### src/verilog/bwm_pkg.sv
package bwm_pkg;

	// bus sequencer states
	typedef enum logic [2:0] {
		BWM_IDLE,
		BWM_ADDR,
		BWM_HOLD,
		BWM_RD0,
		BWM_RD1,
		BWM_WRITE
	} bwm_state_t;

	// register byte offsets on the wishbone bus
	localparam logic [7:0] OFS_PIN_LEVEL = 8'h00;
	localparam logic [7:0] OFS_OUT_LATCH = 8'h04;
	localparam logic [7:0] OFS_DIRECTION = 8'h08;
	localparam logic [7:0] OFS_CTRL      = 8'h0c;
	localparam logic [7:0] OFS_TBL_PTR   = 8'h10;
	localparam logic [7:0] OFS_TBL_LATCH = 8'h14;
	localparam logic [7:0] OFS_CMD       = 8'h18;
	localparam logic [7:0] OFS_STATUS    = 8'h1c;

	// field positions
	localparam int CTRL_BUS_EN_BIT  = 0;
	localparam int CTRL_PSP_EN_BIT  = 1;
	localparam int CMD_FETCH_BIT    = 0;
	localparam int CMD_TABLE_WRITE_OP_BIT    = 1;
	localparam int STAT_BUSY_BIT    = 0;
	localparam int STAT_DONE_BIT    = 1;
	localparam int STAT_WORD_LSB    = 16;

	// reset values
	localparam logic [7:0]  RST_OUT_LATCH = 8'h00;
	localparam logic [7:0]  RST_DIRECTION = 8'hff;
	localparam logic [1:0]  RST_CTRL      = 2'h0;
	localparam logic [15:0] RST_TBL_PTR   = 16'h0000;
	localparam logic [7:0]  RST_TBL_LATCH = 8'h00;

	// timing: one instruction cycle and its phases
	localparam int CLK_NS       = 50;
	localparam int TCY_NS       = 800;
	localparam int TCY_CYC      = TCY_NS / CLK_NS;
	localparam int ADDR_CYC     = 2;
	localparam int HOLD_CYC     = 2;
	localparam int BYTE_CYC     = (TCY_CYC - ADDR_CYC - HOLD_CYC) / 2;
	localparam logic [3:0] ADDR_LAST  = 4'(ADDR_CYC - 1);
	localparam logic [3:0] HOLD_LAST  = 4'(HOLD_CYC - 1);
	localparam logic [3:0] BYTE_LAST  = 4'(BYTE_CYC - 1);
	localparam logic [3:0] WRITE_LAST = 4'(2 * BYTE_CYC - 1);

	// external memory bus pin drive
	typedef struct packed {
		logic [15:0] ad;
		logic [15:0] ad_oe;
		logic        ale;
		logic        oe_n;
		logic        we_n;
		logic        ce_n;
		logic        byte_select;
	} bwm_pins_t;

endpackage

### src/verilog/bwm_sync3.sv
`timescale 1ns/1ns
module bwm_sync3 #(
	parameter int WIDTH = 16
) (
	// clock and reset
	input  wire logic             clk_i,
	input  wire logic             rst_i,
	// asynchronous pins in, filtered level out
	input  wire logic [WIDTH-1:0] pin_i,
	output logic      [WIDTH-1:0] level_o
);

	// whole state of the filter
	typedef struct packed {
		logic [WIDTH-1:0] s1;
		logic [WIDTH-1:0] s2;
		logic [WIDTH-1:0] s3;
		logic [WIDTH-1:0] level;
	} bwm_sync_t;

	bwm_sync_t        sync_r;
	bwm_sync_t        sync_nxt;

	assign level_o = sync_r.level;

	// three stages; a bit changes only once stages two and three agree
	always_comb begin
		sync_nxt    = sync_r;
		sync_nxt.s1 = pin_i;
		sync_nxt.s2 = sync_r.s1;
		sync_nxt.s3 = sync_r.s2;
		for (int i = 0; i < WIDTH; i++) begin
			if (sync_r.s2[i] == sync_r.s3[i]) begin
				sync_nxt.level[i] = sync_r.s3[i];
			end
		end
	end

	// one register for the whole filter
	always_ff @(posedge clk_i) begin
		if (rst_i) begin
			sync_r <= '0;
		end else begin
			sync_r <= sync_nxt;
		end
	end

endmodule // bwm_sync3

### src/verilog/bwm_ext_bus.sv
// Functional notes
// - In byte mode read data travels only on the low eight lines of the shared address/data bus.
// - An instruction is fetched as two successive byte reads inside one instruction cycle.
// - The address latch strobe is high while the sixteen shared lines carry a valid address.
// - The read strobe enables one byte, then byte select flips and the second byte completes a 16-bit word.
// - Chip select is held low throughout every external read and write access, except while the device sleeps mid-access.
// - Chip select is held high while the device sleeps.
// - A table write drives the table latch byte on both the upper and lower bus halves.
// - A table write sets byte select to the low bit of the table pointer.
// - A pin owned by the bus or the parallel slave port takes its direction from that function, not its direction bit.
// - Memory bus use of a shared pin overrides port and parallel slave port use.
// - Parallel slave port read data drives the output latch value and beats ordinary port output.
`timescale 1ns/1ns
module bwm_ext_bus (
	// clock and reset
	input  wire logic                clk_i,
	input  wire logic                rst_i,
	// wishbone slave
	input  wire logic                wb_cyc_i,
	input  wire logic                wb_stb_i,
	input  wire logic                wb_we_i,
	input  wire logic [7:0]          wb_adr_i,
	input  wire logic [3:0]          wb_sel_i,
	input  wire logic [31:0]         wb_dat_i,
	output logic      [31:0]         wb_dat_o,
	output logic                     wb_ack_o,
	// core side controls
	input  wire logic                sleep_i,
	input  wire logic                psp_read_i,
	// shared address/data pins
	input  wire logic [15:0]         ad_i,
	output bwm_pkg::bwm_pins_t       bus_pins_o
);

	import bwm_pkg::*;

	// whole state of the block
	typedef struct packed {
		bwm_state_t  state;
		logic [3:0]  cnt;
		logic        is_write;
		logic        ack;
		logic [31:0] dat;
		logic [7:0]  out_latch;
		logic [7:0]  direction;
		logic [1:0]  ctrl;
		logic [15:0] tbl_ptr;
		logic [7:0]  tbl_latch;
		logic [15:0] word;
		logic        done;
		bwm_pins_t   pins;
	} bwm_regs_t;

	bwm_regs_t   r;
	bwm_regs_t   r_nxt;
	logic [15:0] ad_level;

	// pins are asynchronous to clk_i
	bwm_sync3 #(
		.WIDTH   (16)
	) u_sync (
		.clk_i   (clk_i),
		.rst_i   (rst_i),
		.pin_i   (ad_i),
		.level_o (ad_level)
	);

	// merge write data into a register by wishbone byte lanes
	function automatic logic [31:0] lane_merge(input logic [31:0] old_v,
		input logic [31:0] new_v, input logic [3:0] sel);
		logic [31:0] res;
		res = old_v;
		for (int b = 0; b < 4; b++) begin
			if (sel[b]) begin
				res[b*8 +: 8] = new_v[b*8 +: 8];
			end
		end
		return res;
	endfunction

	// read view of every mapped register except the write-only command register, zero elsewhere
	function automatic logic [31:0] read_mux(input bwm_regs_t s,
		input logic [7:0] adr, input logic [7:0] pins);
		logic [31:0] v;
		v = 32'h0000_0000;
		unique case (adr)
			OFS_PIN_LEVEL: v[7:0]  = pins;
			OFS_OUT_LATCH: v[7:0]  = s.out_latch;
			OFS_DIRECTION: v[7:0]  = s.direction;
			OFS_CTRL:      v[1:0]  = s.ctrl;
			OFS_TBL_PTR:   v[15:0] = s.tbl_ptr;
			OFS_TBL_LATCH: v[7:0]  = s.tbl_latch;
			OFS_STATUS: begin
				v[STAT_BUSY_BIT]               = (s.state != BWM_IDLE);
				v[STAT_DONE_BIT]               = s.done;
				v[STAT_WORD_LSB +: 16]         = s.word;
			end
			default:       v = 32'h0000_0000;
		endcase
		return v;
	endfunction

	// outputs come straight from the state flops
	assign wb_ack_o   = r.ack;
	assign wb_dat_o   = r.dat;
	assign bus_pins_o = r.pins;

	// next state of the whole block
	always_comb begin
		logic        wr_hit;
		logic [31:0] wmerged;
		logic        start_fetch;
		logic        start_table_write_op;
		logic        clear_done;
		logic        set_done;
		logic        bus_owns;
		logic [31:0] ptr_merged;
		// every field holds unless a branch below moves it
		r_nxt       = r;
		wr_hit      = 1'b0;
		wmerged     = 32'h0000_0000;
		start_fetch = 1'b0;
		start_table_write_op = 1'b0;
		clear_done  = 1'b0;
		set_done    = 1'b0;
		bus_owns    = 1'b0;
		ptr_merged  = 32'h0000_0000;

		// single cycle answer; ack drops the cycle after it is given
		r_nxt.ack = wb_cyc_i & wb_stb_i & ~r.ack;
		if (wb_cyc_i && wb_stb_i && !r.ack) begin
			r_nxt.dat = read_mux(r, wb_adr_i, ad_level[7:0]);
		end

		// writes take effect on the edge where ack is seen high
		wr_hit  = wb_cyc_i & wb_stb_i & wb_we_i & r.ack;
		wmerged = lane_merge(32'h0000_0000, wb_dat_i, wb_sel_i);
		if (wr_hit) begin
			unique case (wb_adr_i)
				// writing the pin level register lands in the latch
				OFS_PIN_LEVEL, OFS_OUT_LATCH: begin
					if (wb_sel_i[0]) begin
						r_nxt.out_latch = wmerged[7:0];
					end
				end
				OFS_DIRECTION: begin
					if (wb_sel_i[0]) begin
						r_nxt.direction = wmerged[7:0];
					end
				end
				OFS_CTRL: begin
					if (wb_sel_i[0]) begin
						r_nxt.ctrl = wmerged[1:0];
					end
				end
				// the pointer takes lanes 0 and 1 only
				OFS_TBL_PTR: begin
					ptr_merged    = lane_merge({16'h0000, r.tbl_ptr}, wb_dat_i,
						wb_sel_i);
					r_nxt.tbl_ptr = ptr_merged[15:0];
				end
				OFS_TBL_LATCH: begin
					if (wb_sel_i[0]) begin
						r_nxt.tbl_latch = wmerged[7:0];
					end
				end
				OFS_CMD: begin
					start_fetch = wmerged[CMD_FETCH_BIT];
					start_table_write_op = wmerged[CMD_TABLE_WRITE_OP_BIT] & ~wmerged[CMD_FETCH_BIT];
				end
				OFS_STATUS: begin
					clear_done = wmerged[STAT_DONE_BIT];
				end
				default: begin
				end
			endcase
		end

		// bus sequencer, one instruction cycle per access
		unique case (r.state)
			BWM_IDLE: begin
				// commands while asleep or with the bus off are dropped
				if ((start_fetch || start_table_write_op) && r.ctrl[CTRL_BUS_EN_BIT] && !sleep_i) begin
					r_nxt.state    = BWM_ADDR;
					r_nxt.cnt      = ADDR_LAST;
					r_nxt.is_write = start_table_write_op;
					r_nxt.pins.ce_n = 1'b0;
					r_nxt.pins.ale   = 1'b1;
					r_nxt.pins.ad    = start_table_write_op ? r.tbl_ptr : {r.tbl_ptr[15:1], 1'b0};
					r_nxt.pins.ad_oe = 16'hffff;
					r_nxt.pins.byte_select = 1'b0;
				end
			end
			BWM_ADDR: begin
				r_nxt.cnt = r.cnt - 4'h1;
				if (r.cnt == 4'h0) begin
					r_nxt.pins.ale = 1'b0;
					r_nxt.state    = BWM_HOLD;
					r_nxt.cnt      = HOLD_LAST;
				end
			end
			BWM_HOLD: begin
				// address stays on the lines while the latch closes
				r_nxt.cnt = r.cnt - 4'h1;
				if (r.cnt == 4'h0) begin
					if (r.is_write) begin
						r_nxt.state = BWM_WRITE;
						r_nxt.cnt   = WRITE_LAST;
						r_nxt.pins.ad = {r.tbl_latch, r.tbl_latch};
						r_nxt.pins.byte_select = r.tbl_ptr[0];
						r_nxt.pins.we_n        = 1'b0;
					end else begin
						r_nxt.state = BWM_RD0;
						r_nxt.cnt   = BYTE_LAST;
						r_nxt.pins.ad_oe       = 16'h0000;
						r_nxt.pins.oe_n        = 1'b0;
						r_nxt.pins.byte_select = 1'b0;
					end
				end
			end
			BWM_RD0: begin
				r_nxt.cnt = r.cnt - 4'h1;
				if (r.cnt == 4'h0) begin
					r_nxt.word[7:0] = ad_level[7:0];
					r_nxt.pins.byte_select = 1'b1;
					r_nxt.state = BWM_RD1;
					r_nxt.cnt   = BYTE_LAST;
				end
			end
			BWM_RD1: begin
				r_nxt.cnt = r.cnt - 4'h1;
				if (r.cnt == 4'h0) begin
					r_nxt.word[15:8]       = ad_level[7:0];
					r_nxt.pins.oe_n        = 1'b1;
					r_nxt.pins.ce_n        = 1'b1;
					r_nxt.pins.byte_select = 1'b0;
					r_nxt.state            = BWM_IDLE;
					set_done               = 1'b1;
				end
			end
			BWM_WRITE: begin
				r_nxt.cnt = r.cnt - 4'h1;
				if (r.cnt == 4'h0) begin
					r_nxt.pins.we_n        = 1'b1;
					r_nxt.pins.ce_n        = 1'b1;
					r_nxt.pins.ad_oe       = 16'h0000;
					r_nxt.pins.byte_select = 1'b0;
					r_nxt.state            = BWM_IDLE;
					set_done               = 1'b1;
				end
			end
			// an unused code drops every strobe and returns to idle
			default: begin
				r_nxt.state            = BWM_IDLE;
				r_nxt.cnt              = 4'h0;
				r_nxt.pins.ale         = 1'b0;
				r_nxt.pins.oe_n        = 1'b1;
				r_nxt.pins.we_n        = 1'b1;
				r_nxt.pins.ce_n        = 1'b1;
				r_nxt.pins.ad_oe       = 16'h0000;
				r_nxt.pins.byte_select = 1'b0;
			end
		endcase

		// completion flag: a finishing access beats a software clear
		if (clear_done) begin
			r_nxt.done = 1'b0;
		end
		if (set_done) begin
			r_nxt.done = 1'b1;
		end

		// bus owns the pins over port and slave port
		bus_owns = r.ctrl[CTRL_BUS_EN_BIT] | (r.state != BWM_IDLE);
		if (!bus_owns) begin
			// upper lines carry nothing outside the bus function
			r_nxt.pins.ad[15:8]    = 8'h00;
			r_nxt.pins.ad_oe[15:8] = 8'h00;
			for (int i = 0; i < 8; i++) begin
				if (r.ctrl[CTRL_PSP_EN_BIT]) begin
					// slave port read data from latch
					r_nxt.pins.ad[i]    = r.out_latch[i];
					r_nxt.pins.ad_oe[i] = psp_read_i;
				end else begin
					// plain port: direction bit high means input
					r_nxt.pins.ad[i]    = r.out_latch[i];
					r_nxt.pins.ad_oe[i] = ~r.direction[i];
				end
			end
		end else if (r.state == BWM_IDLE && r_nxt.state == BWM_IDLE) begin
			// idle bus lines float whatever the direction bits
			r_nxt.pins.ad_oe = 16'h0000;
		end

		if (sleep_i) begin
			r_nxt.pins.ce_n = 1'b1;
		end else if (r_nxt.state != BWM_IDLE) begin
			// an access that outlives a sleep must not finish deselected
			r_nxt.pins.ce_n = 1'b0;
		end
	end

	// the single register process; a sleep mid-access only drops select
	always_ff @(posedge clk_i) begin
		if (rst_i) begin
			r.state            <= BWM_IDLE;
			r.cnt              <= 4'h0;
			r.is_write         <= 1'b0;
			r.ack              <= 1'b0;
			r.dat              <= 32'h0000_0000;
			r.out_latch        <= RST_OUT_LATCH;
			r.direction        <= RST_DIRECTION;
			r.ctrl             <= RST_CTRL;
			r.tbl_ptr          <= RST_TBL_PTR;
			r.tbl_latch        <= RST_TBL_LATCH;
			r.word             <= 16'h0000;
			r.done             <= 1'b0;
			r.pins.ad          <= 16'h0000;
			r.pins.ad_oe       <= 16'h0000;
			r.pins.ale         <= 1'b0;
			r.pins.oe_n        <= 1'b1;
			r.pins.we_n        <= 1'b1;
			r.pins.ce_n        <= 1'b1;
			r.pins.byte_select <= 1'b0;
		end else begin
			r <= r_nxt;
		end
	end

endmodule // bwm_ext_bus

### config.mk
export PLATFORM = sky130hd
export DESIGN_NAME = bwm_ext_bus
export DESIGN_NICKNAME = d
export VERILOG_FILES = /design/src/verilog/bwm_pkg.sv /design/src/verilog/bwm_sync3.sv /design/src/verilog/bwm_ext_bus.sv
export SDC_FILE = /design/constraint.sdc
export NUM_CORES = 1
export LEC_CHECK = 0
export ABC_CLOCK_PERIOD_IN_PS = 1800
export BUFFER_PORTS_ARGS = -buffer_cell sky130_fd_sc_hd__buf_2
export CORE_ASPECT_RATIO = 2
export CORE_UTILIZATION = 50
export CTS_CLUSTER_SIZE = 12
export DETAILED_ROUTE_END_ITERATION = 16
export GPL_ROUTABILITY_DRIVEN = 1
export PLACE_DENSITY = 0.87
export SLEW_MARGIN = 20
export SYNTH_ARGS = -nofsm -noshare
export SYNTH_HDL_FRONTEND = slang
export SYNTH_SLANG_ARGS = --single-unit
export TNS_END_PERCENT = 20
### constraint.sdc
create_clock -name clk_i -period 1.8 [get_ports clk_i]
set_input_delay 0.36 -clock clk_i [delete_from_list [all_inputs] [get_ports clk_i]]
set_output_delay 0.36 -clock clk_i [all_outputs]
set_load 0.01 [all_outputs]
==> Word level (Yosys, flattened, before mapping) <==
Cells that the tools add are included.
Widths: inputs -> output; s select.
{ "word_totals": {"input_bits": 67, "register_bits": 169, "output_inout_bits": 70} }
{ "classes": {"bitwise_logic": 22, "reduce_logical": 44, "n_eq_ne": 41, "n_addsub": 1, "n_mux": 57} }
{ "ops": {"columns": ["op", "n"], "rows": [
  ["$mux 16", 4],
  ["$pmux 16 s4", 1],
  ["$mux 8", 6],
  ["$pmux 7 s5", 1],
  ["$mux 33", 1],
  ["$eq 8x5->1 const B", 4],
  ["$mux 32", 1],
  ["$pmux 16 s2", 1],
  ["$pmux 6 s5", 1],
  ["$mux 7", 4],
  ["$mux 1", 26],
  ["$reduce_and 3->1", 7],
  ["$reduce_and 4->1", 5],
  ["$eq 8x4->1 const B", 2],
  ["$ne 2x2->1 const B", 8],
  ["$not 1->1", 16],
  ["$ne 3x3->1 const B", 5],
  ["$pmux 2 s7", 1],
  ["$ne 4x4->1 const B", 3],
  ["$reduce_or 4->1", 3],
  ["$reduce_and 5->1", 2],
  ["$pmux 1 s3", 3],
  ["$reduce_or 3->1", 3],
  ["$eq 1x1->1", 8],
  ["26 further kinds", 49]
]} }

==> Logic depth before layout (Yosys ltp) <==
{ "logic_depth": {"depth_word": 14, "ltp_mapped": 8, "ltp_nobuf": 7} }

==> By module <==
A second synthesis with hierarchy kept.
{ "hier_totals": {"cells_unflattened": 903, "hier_area_um2": 8418.1} }
{ "by_module_without_submodules": {"columns": ["mod", "seq_area_each_um2", "area_each_um2", "cells_per_inst", "n_inst"], "rows": [
  ["bwm_ext_bus", 2602.5, 6247.2, 720, 1],
  ["bwm_sync3", 1281.2, 2170.8, 183, 1]
]} }

==> Worst setup path after synthesis <==
OpenSTA, ideal clock, no wires.
{ "synth_path": {"kind": "input port to flip-flop", "from": "input port wb_adr_i[2]", "to": "register r (netlist bit bus_pins_o[22])", "n_path_buf": 1, "stages": 6, "arrival_ns": 1.771, "setup_slack_ns": -0.087, "cell_sequence": "buf_6 nor4b_4 nand3_4 o31ai_4 mux2i_1 o21ai_2"} }
{ "synth_via": {"elab_chain_len": 8, "elab_cells_between_ends": 10, "classes_between": "2 x eq/ne; 4 x mux; 4 x reduce/logical"} }
{ "synth_lines": {"columns": ["item", "line_no", "rtl"], "rows": [
  ["start, declared", "bwm_ext_bus.sv:22", "input wire logic [7:0] wb_adr_i,"],
  ["$eq 8x5->1 *", "bwm_ext_bus.sv:139", "unique case (wb_adr_i)"],
  ["$mux 1", "bwm_ext_bus.sv:139", null],
  ["$mux 1", "bwm_ext_bus.sv:138", "if (wr_hit) begin"],
  ["$logic_or 1x1->1 *", "bwm_ext_bus.sv:183", "if ((start_fetch || start_table_write_op) && r.ctrl[CTRL_BUS_EN_BIT] && !sleep_i) begin"],
  ["$logic_and 1x1->1 * (2 in a row)", "bwm_ext_bus.sv:183", null],
  ["$ne 3x3->1 (no source line) *", null, null],
  ["$reduce_and 4->1 (no source line) *", null, null],
  ["end signal, assigned", "bwm_ext_bus.sv:326", "r <= r_nxt;"],
  ["end, declared", "bwm_ext_bus.sv:54", "bwm_regs_t r;"]
]} }
Every way passes the cells marked *; elsewhere a longest branch is shown, timed or not.
A chain may end at the register's enable or synchronous reset.

==> Worst setup path after layout <==
{ "layout_path": {"from": "register r (netlist bit wb_ack_o)", "to": "register r (netlist bit bus_pins_o[26])"} }
{ "layout_via": {"elab_chain_len": 7, "elab_cells_between_ends": 8, "classes_between": "1 x eq/ne; 2 x mux; 1 x bitwise; 4 x reduce/logical"} }
{ "layout_lines": {"columns": ["item", "line_no", "rtl"], "rows": [
  ["$and 1x1->1 *", "bwm_ext_bus.sv:136", "wr_hit = wb_cyc_i & wb_stb_i & wb_we_i & r.ack;"],
  ["$mux 1", "bwm_ext_bus.sv:138", null],
  ["$logic_or 1x1->1 *", "bwm_ext_bus.sv:183", null],
  ["$logic_and 1x1->1 * (2 in a row)", "bwm_ext_bus.sv:183", null],
  ["$ne 3x3->1 (no source line) *", null, null],
  ["$reduce_and 4->1 (no source line) *", null, null]
]} }
Marks and branches as above.

==> flow_metrics.py <==
metrics = {
    "timing": {
        "slew_headroom_pct": 57.7,
        "fin_setup_tns_ns": -0.191,
        "skew_ns": 0.0109,
        "rsz0062_at_grt": "yes",
        "setup_violations": 9,
        "layout_setup_ws_ns": -0.0512,
        "finalWorstPathRequiredPeriod_ns": 1.85,
        "timing_hold_violations_final": 0,
        "worst_pin_slew_ns": 0.631,
        "period_share_pct": 103,
        "timing.fmax_ghz": 0.540,
        "whs_ns": 0.130,
        "slew_violations": 0,
    },
    "final_layout": {
        "final_cell_mix": "dfxtp_1, buf_2, nor2_1",
        "layout.nets": 936,
        "drive_gt1_share_pct": 32.2,
        "regArea_um2": 3250,
        "fill_cells": 1062,
        "multi_input_area_um2": 3290,
        "layout_commonest_cell": "dfxtp_1",
        "area_growth_pct": 20.0,
    },
    "power_and_ir_drop": {
        "switching_power_mw": 1.80,
        "vdd_drop_max_mv": 0.705,
        "power_density_nw_per_um2": 852,
        "p_seq_share_pct": 49.4,
        "p_leak_nw": 3.64,
        "p_total_mw": 7.35,
        "p_comb_share_pct": 4.2,
        "switching_share_pct": 24.6,
        "internal_power_mw": 5.54,
        "power_frac_clock_pct": 46.4,
    },
    "synth": {
        "synthCells": 774,
        "synth-seq-cells": 162,
        "syn_avg_cell_area_um2": 9.29,
        "seq_area_frac_synth_pct": 45.1,
        "synth_nets": 843,
        "yosys_most_used_dff": "dfxtp_1",
        "synth_edf_count": 0,
        "postSynth.asyncResetShare_pct": 0,
        "ys_types": 55,
        "syn_area_um2": 7190,
        "yosysWarnings": 0,
    },
    "floorplan": {
        "die_x_um": 86.8,
        "core_area_um2": 14000,
        "die_h_um": 172,
        "ios": 137,
        "start_util_pct": 51.5,
        "dieArea_um2": 14900,
        "rows": 61,
    },
    "routing": {
        "vias": 6261,
        "wirelength_um": 20800,
        "postRouteAntennaNets": 0,
        "drt_iter0_markers": 610,
        "first_pass_iters": 6,
        "viasPerCell": 5.85,
        "drc": 0,
        "wl_per_cell_um": 19.5,
    },
    "clock_tree": {
        "cts_sinks": 162,
        "clk_latency_ns": 0.44,
        "cts_max_level": 4,
        "numCtsBuffers": 17,
        "clockBufferDepth": 2,
        "root_buffer": "clkbuf_16",
        "cts.clk_slew.worst_paths_ns": 0.07,
        "cts_hold_buf": 0,
        "cts_tree": "built",
    },
    "setup_path": {
        "r2r_start": "wb_ack_o",
        "worstPathArrival_ns": 2.18,
        "endpoint_kind": "flip-flop",
        "rr_worst_depth": 7,
        "crit_path_start_kind": "flip-flop",
        "rr_endpoint": "bus_pins_o[26]",
        "worst_ep_required_time_ns": 2.13,
        "critPathCapture": "bus_pins_o[26]",
        "critPathLaunch": "wb_ack_o",
        "reg2reg_setup_slack_ns": -0.05,
        "critPathKind": "reg -> reg",
        "path_max_fanout": 5,
    },
    "placed_design": {
        "gp_congestion": 0.912,
        "dp_hpwl_um": 14100,
        "portBuffers": 110,
    },
    "global_route": {
        "gr-total-overflow": 0,
        "antenna_found_initial": 1,
        "track_usage_pct": 27.3,
        "grt_start_max_net_pins": 94,
        "grt_pass1_wl_um": 30100,
        "grt_pass1_vias": 6054,
    },
    "run_status": {
        "outcome": "finished with violations",
        "failed_checks": "negative setup slack",
    },
    "run": {
        "cap_violations": 0,
    },
    "worst_hold_path": {
        "min_path_type": "in -> reg",
    },
}
[how the worst min path moves through the flow]
| stage | from | endpoint | slack, ns | depth (start not counted) |
|---|---|---|---|---|
| 3_5_place_dp | u_sync.sync_nxt[34] | u_sync.sync_nxt[18] | 0.42 | 1 |
| 6_report | ad_i[1] | u_sync.sync_nxt[33] | 0.13 | 2 |
| 5_1_grt | ad_i[1] | u_sync.sync_nxt[33] | 0.14 | 2 |
| 4_1_cts | ad_i[6] | u_sync.sync_nxt[38] | 0.13 | 2 |
| 2_1_floorplan | u_sync.sync_nxt[32] | u_sync.sync_nxt[16] | 0.41 | 1 |
| 3_3_place_gp | u_sync.sync_nxt[33] | u_sync.sync_nxt[17] | 0.42 | 1 |
[registers in the layout, summed over array words and instances, names as in the netlist]
register / flops
r: 67
u_sync.sync_nxt: 16
u_sync.sync_r: 8
bus_pins_o: 30
wb_dat_o: 32
wb_ack_o: 1
u_sync.level_o: 8
[power by group through the flow]
stage          clock, mW  sequential (mW)  combinational [mW]
3_3_place_gp           0             3.71               0.293
5_1_grt             3.56             3.63               0.326
3_5_place_dp           0             3.71               0.297
2_1_floorplan          0             3.71               0.159
4_1_cts             3.40             3.63               0.299
6_report            3.41             3.63               0.309
[metal layers]
metal  GRT usage [%]  wire, µm  share of wire, %  up-vias
met5               0         0                 0        -
met3            5.42      1270               6.1      129
met2            49.9     11100                53      359
li1                -         -                 -     2810
met1            24.4      6740                32     2963
met4            25.3      1740               8.3        0
[stage by stage]
step	util, %	instance area, µm²	cells	setup WS, ns
CTS	60.6	8460	1063	0.0151
global route	61.7	8620	1070	-0.105
detailed placement	56.5	7890	1031	-0.147
finish	61.7	8620	1070	-0.0512
floorplan	-	7190	774	-0.0832
global placement	56.5	7890	1031	-0.0591
[cells by family (layout without fill, tap and decap cells)]
group	after synthesis	after routing	synth area share (%)
compound gates	141	141	13.4
fa+ha+maj	2	2	0.348
buf+inv	121	227	10.6
flops	162	162	45.1
mux	78	78	12.1
other cells	0	1	0
simple gates	270	270	18.4
[cell type report]
class,instances,area share [%]
sequential,162,37.7
timing repair buffer,191,14.8
clock buffer,18,4.98
multi-input combinational,491,38.2
tap,189,2.74
antenna,1,0.0290
clock inverter,14,1.39
inverter,4,0.174
[worst max-delay path: stages (launching register included)]
cell and delay [ns]:
dfxtp_2 0.37, and4_1 0.20, buf_6 0.14, nand3_4 0.10
o31ai_4 0.41, clkbuf_16 0.23, mux2i_4 0.22, o21ai_2 0.07
[cell usage after synthesis, types with 4 or more instances]
cell type / n / area (µm²)
a211oi_1: 15 / 113
inv_1: 4 / 15.0
buf_2: 6 / 30.0
o21ai_0: 33 / 165
nand3b_1: 10 / 75.1
and2_1: 4 / 25.0
nor2_1: 109 / 409
nand2_1: 66 / 248
mux2i_1: 62 / 621
a21oi_1: 25 / 125
clkbuf_1: 33 / 124
nor2b_1: 29 / 181
buf_4: 71 / 533
mux2_2: 10 / 113
nand3_1: 20 / 100
a31oi_1: 10 / 62.6
dfxtp_1: 162 / 3240
mux4_2: 5 / 113
or2_2: 4 / 25.0
o21ai_2: 8 / 70.1
a22oi_1: 27 / 203
buf_6: 4 / 45.0
nor3_1: 5 / 25.0
a32oi_1: 4 / 35.0
[what timing repair did]
| item | 4_1_cts | 5_1_grt |
|---|---|---|
| resized for setup | 8 | 23 |
| pin swaps | 0 | 10 |
| buffers inserted | 0 | 5 |
| endpoints found under the setup margin | 26 | 43 |
| gates cloned | 0 | 1 |
(Power assumes the default switching activity.)
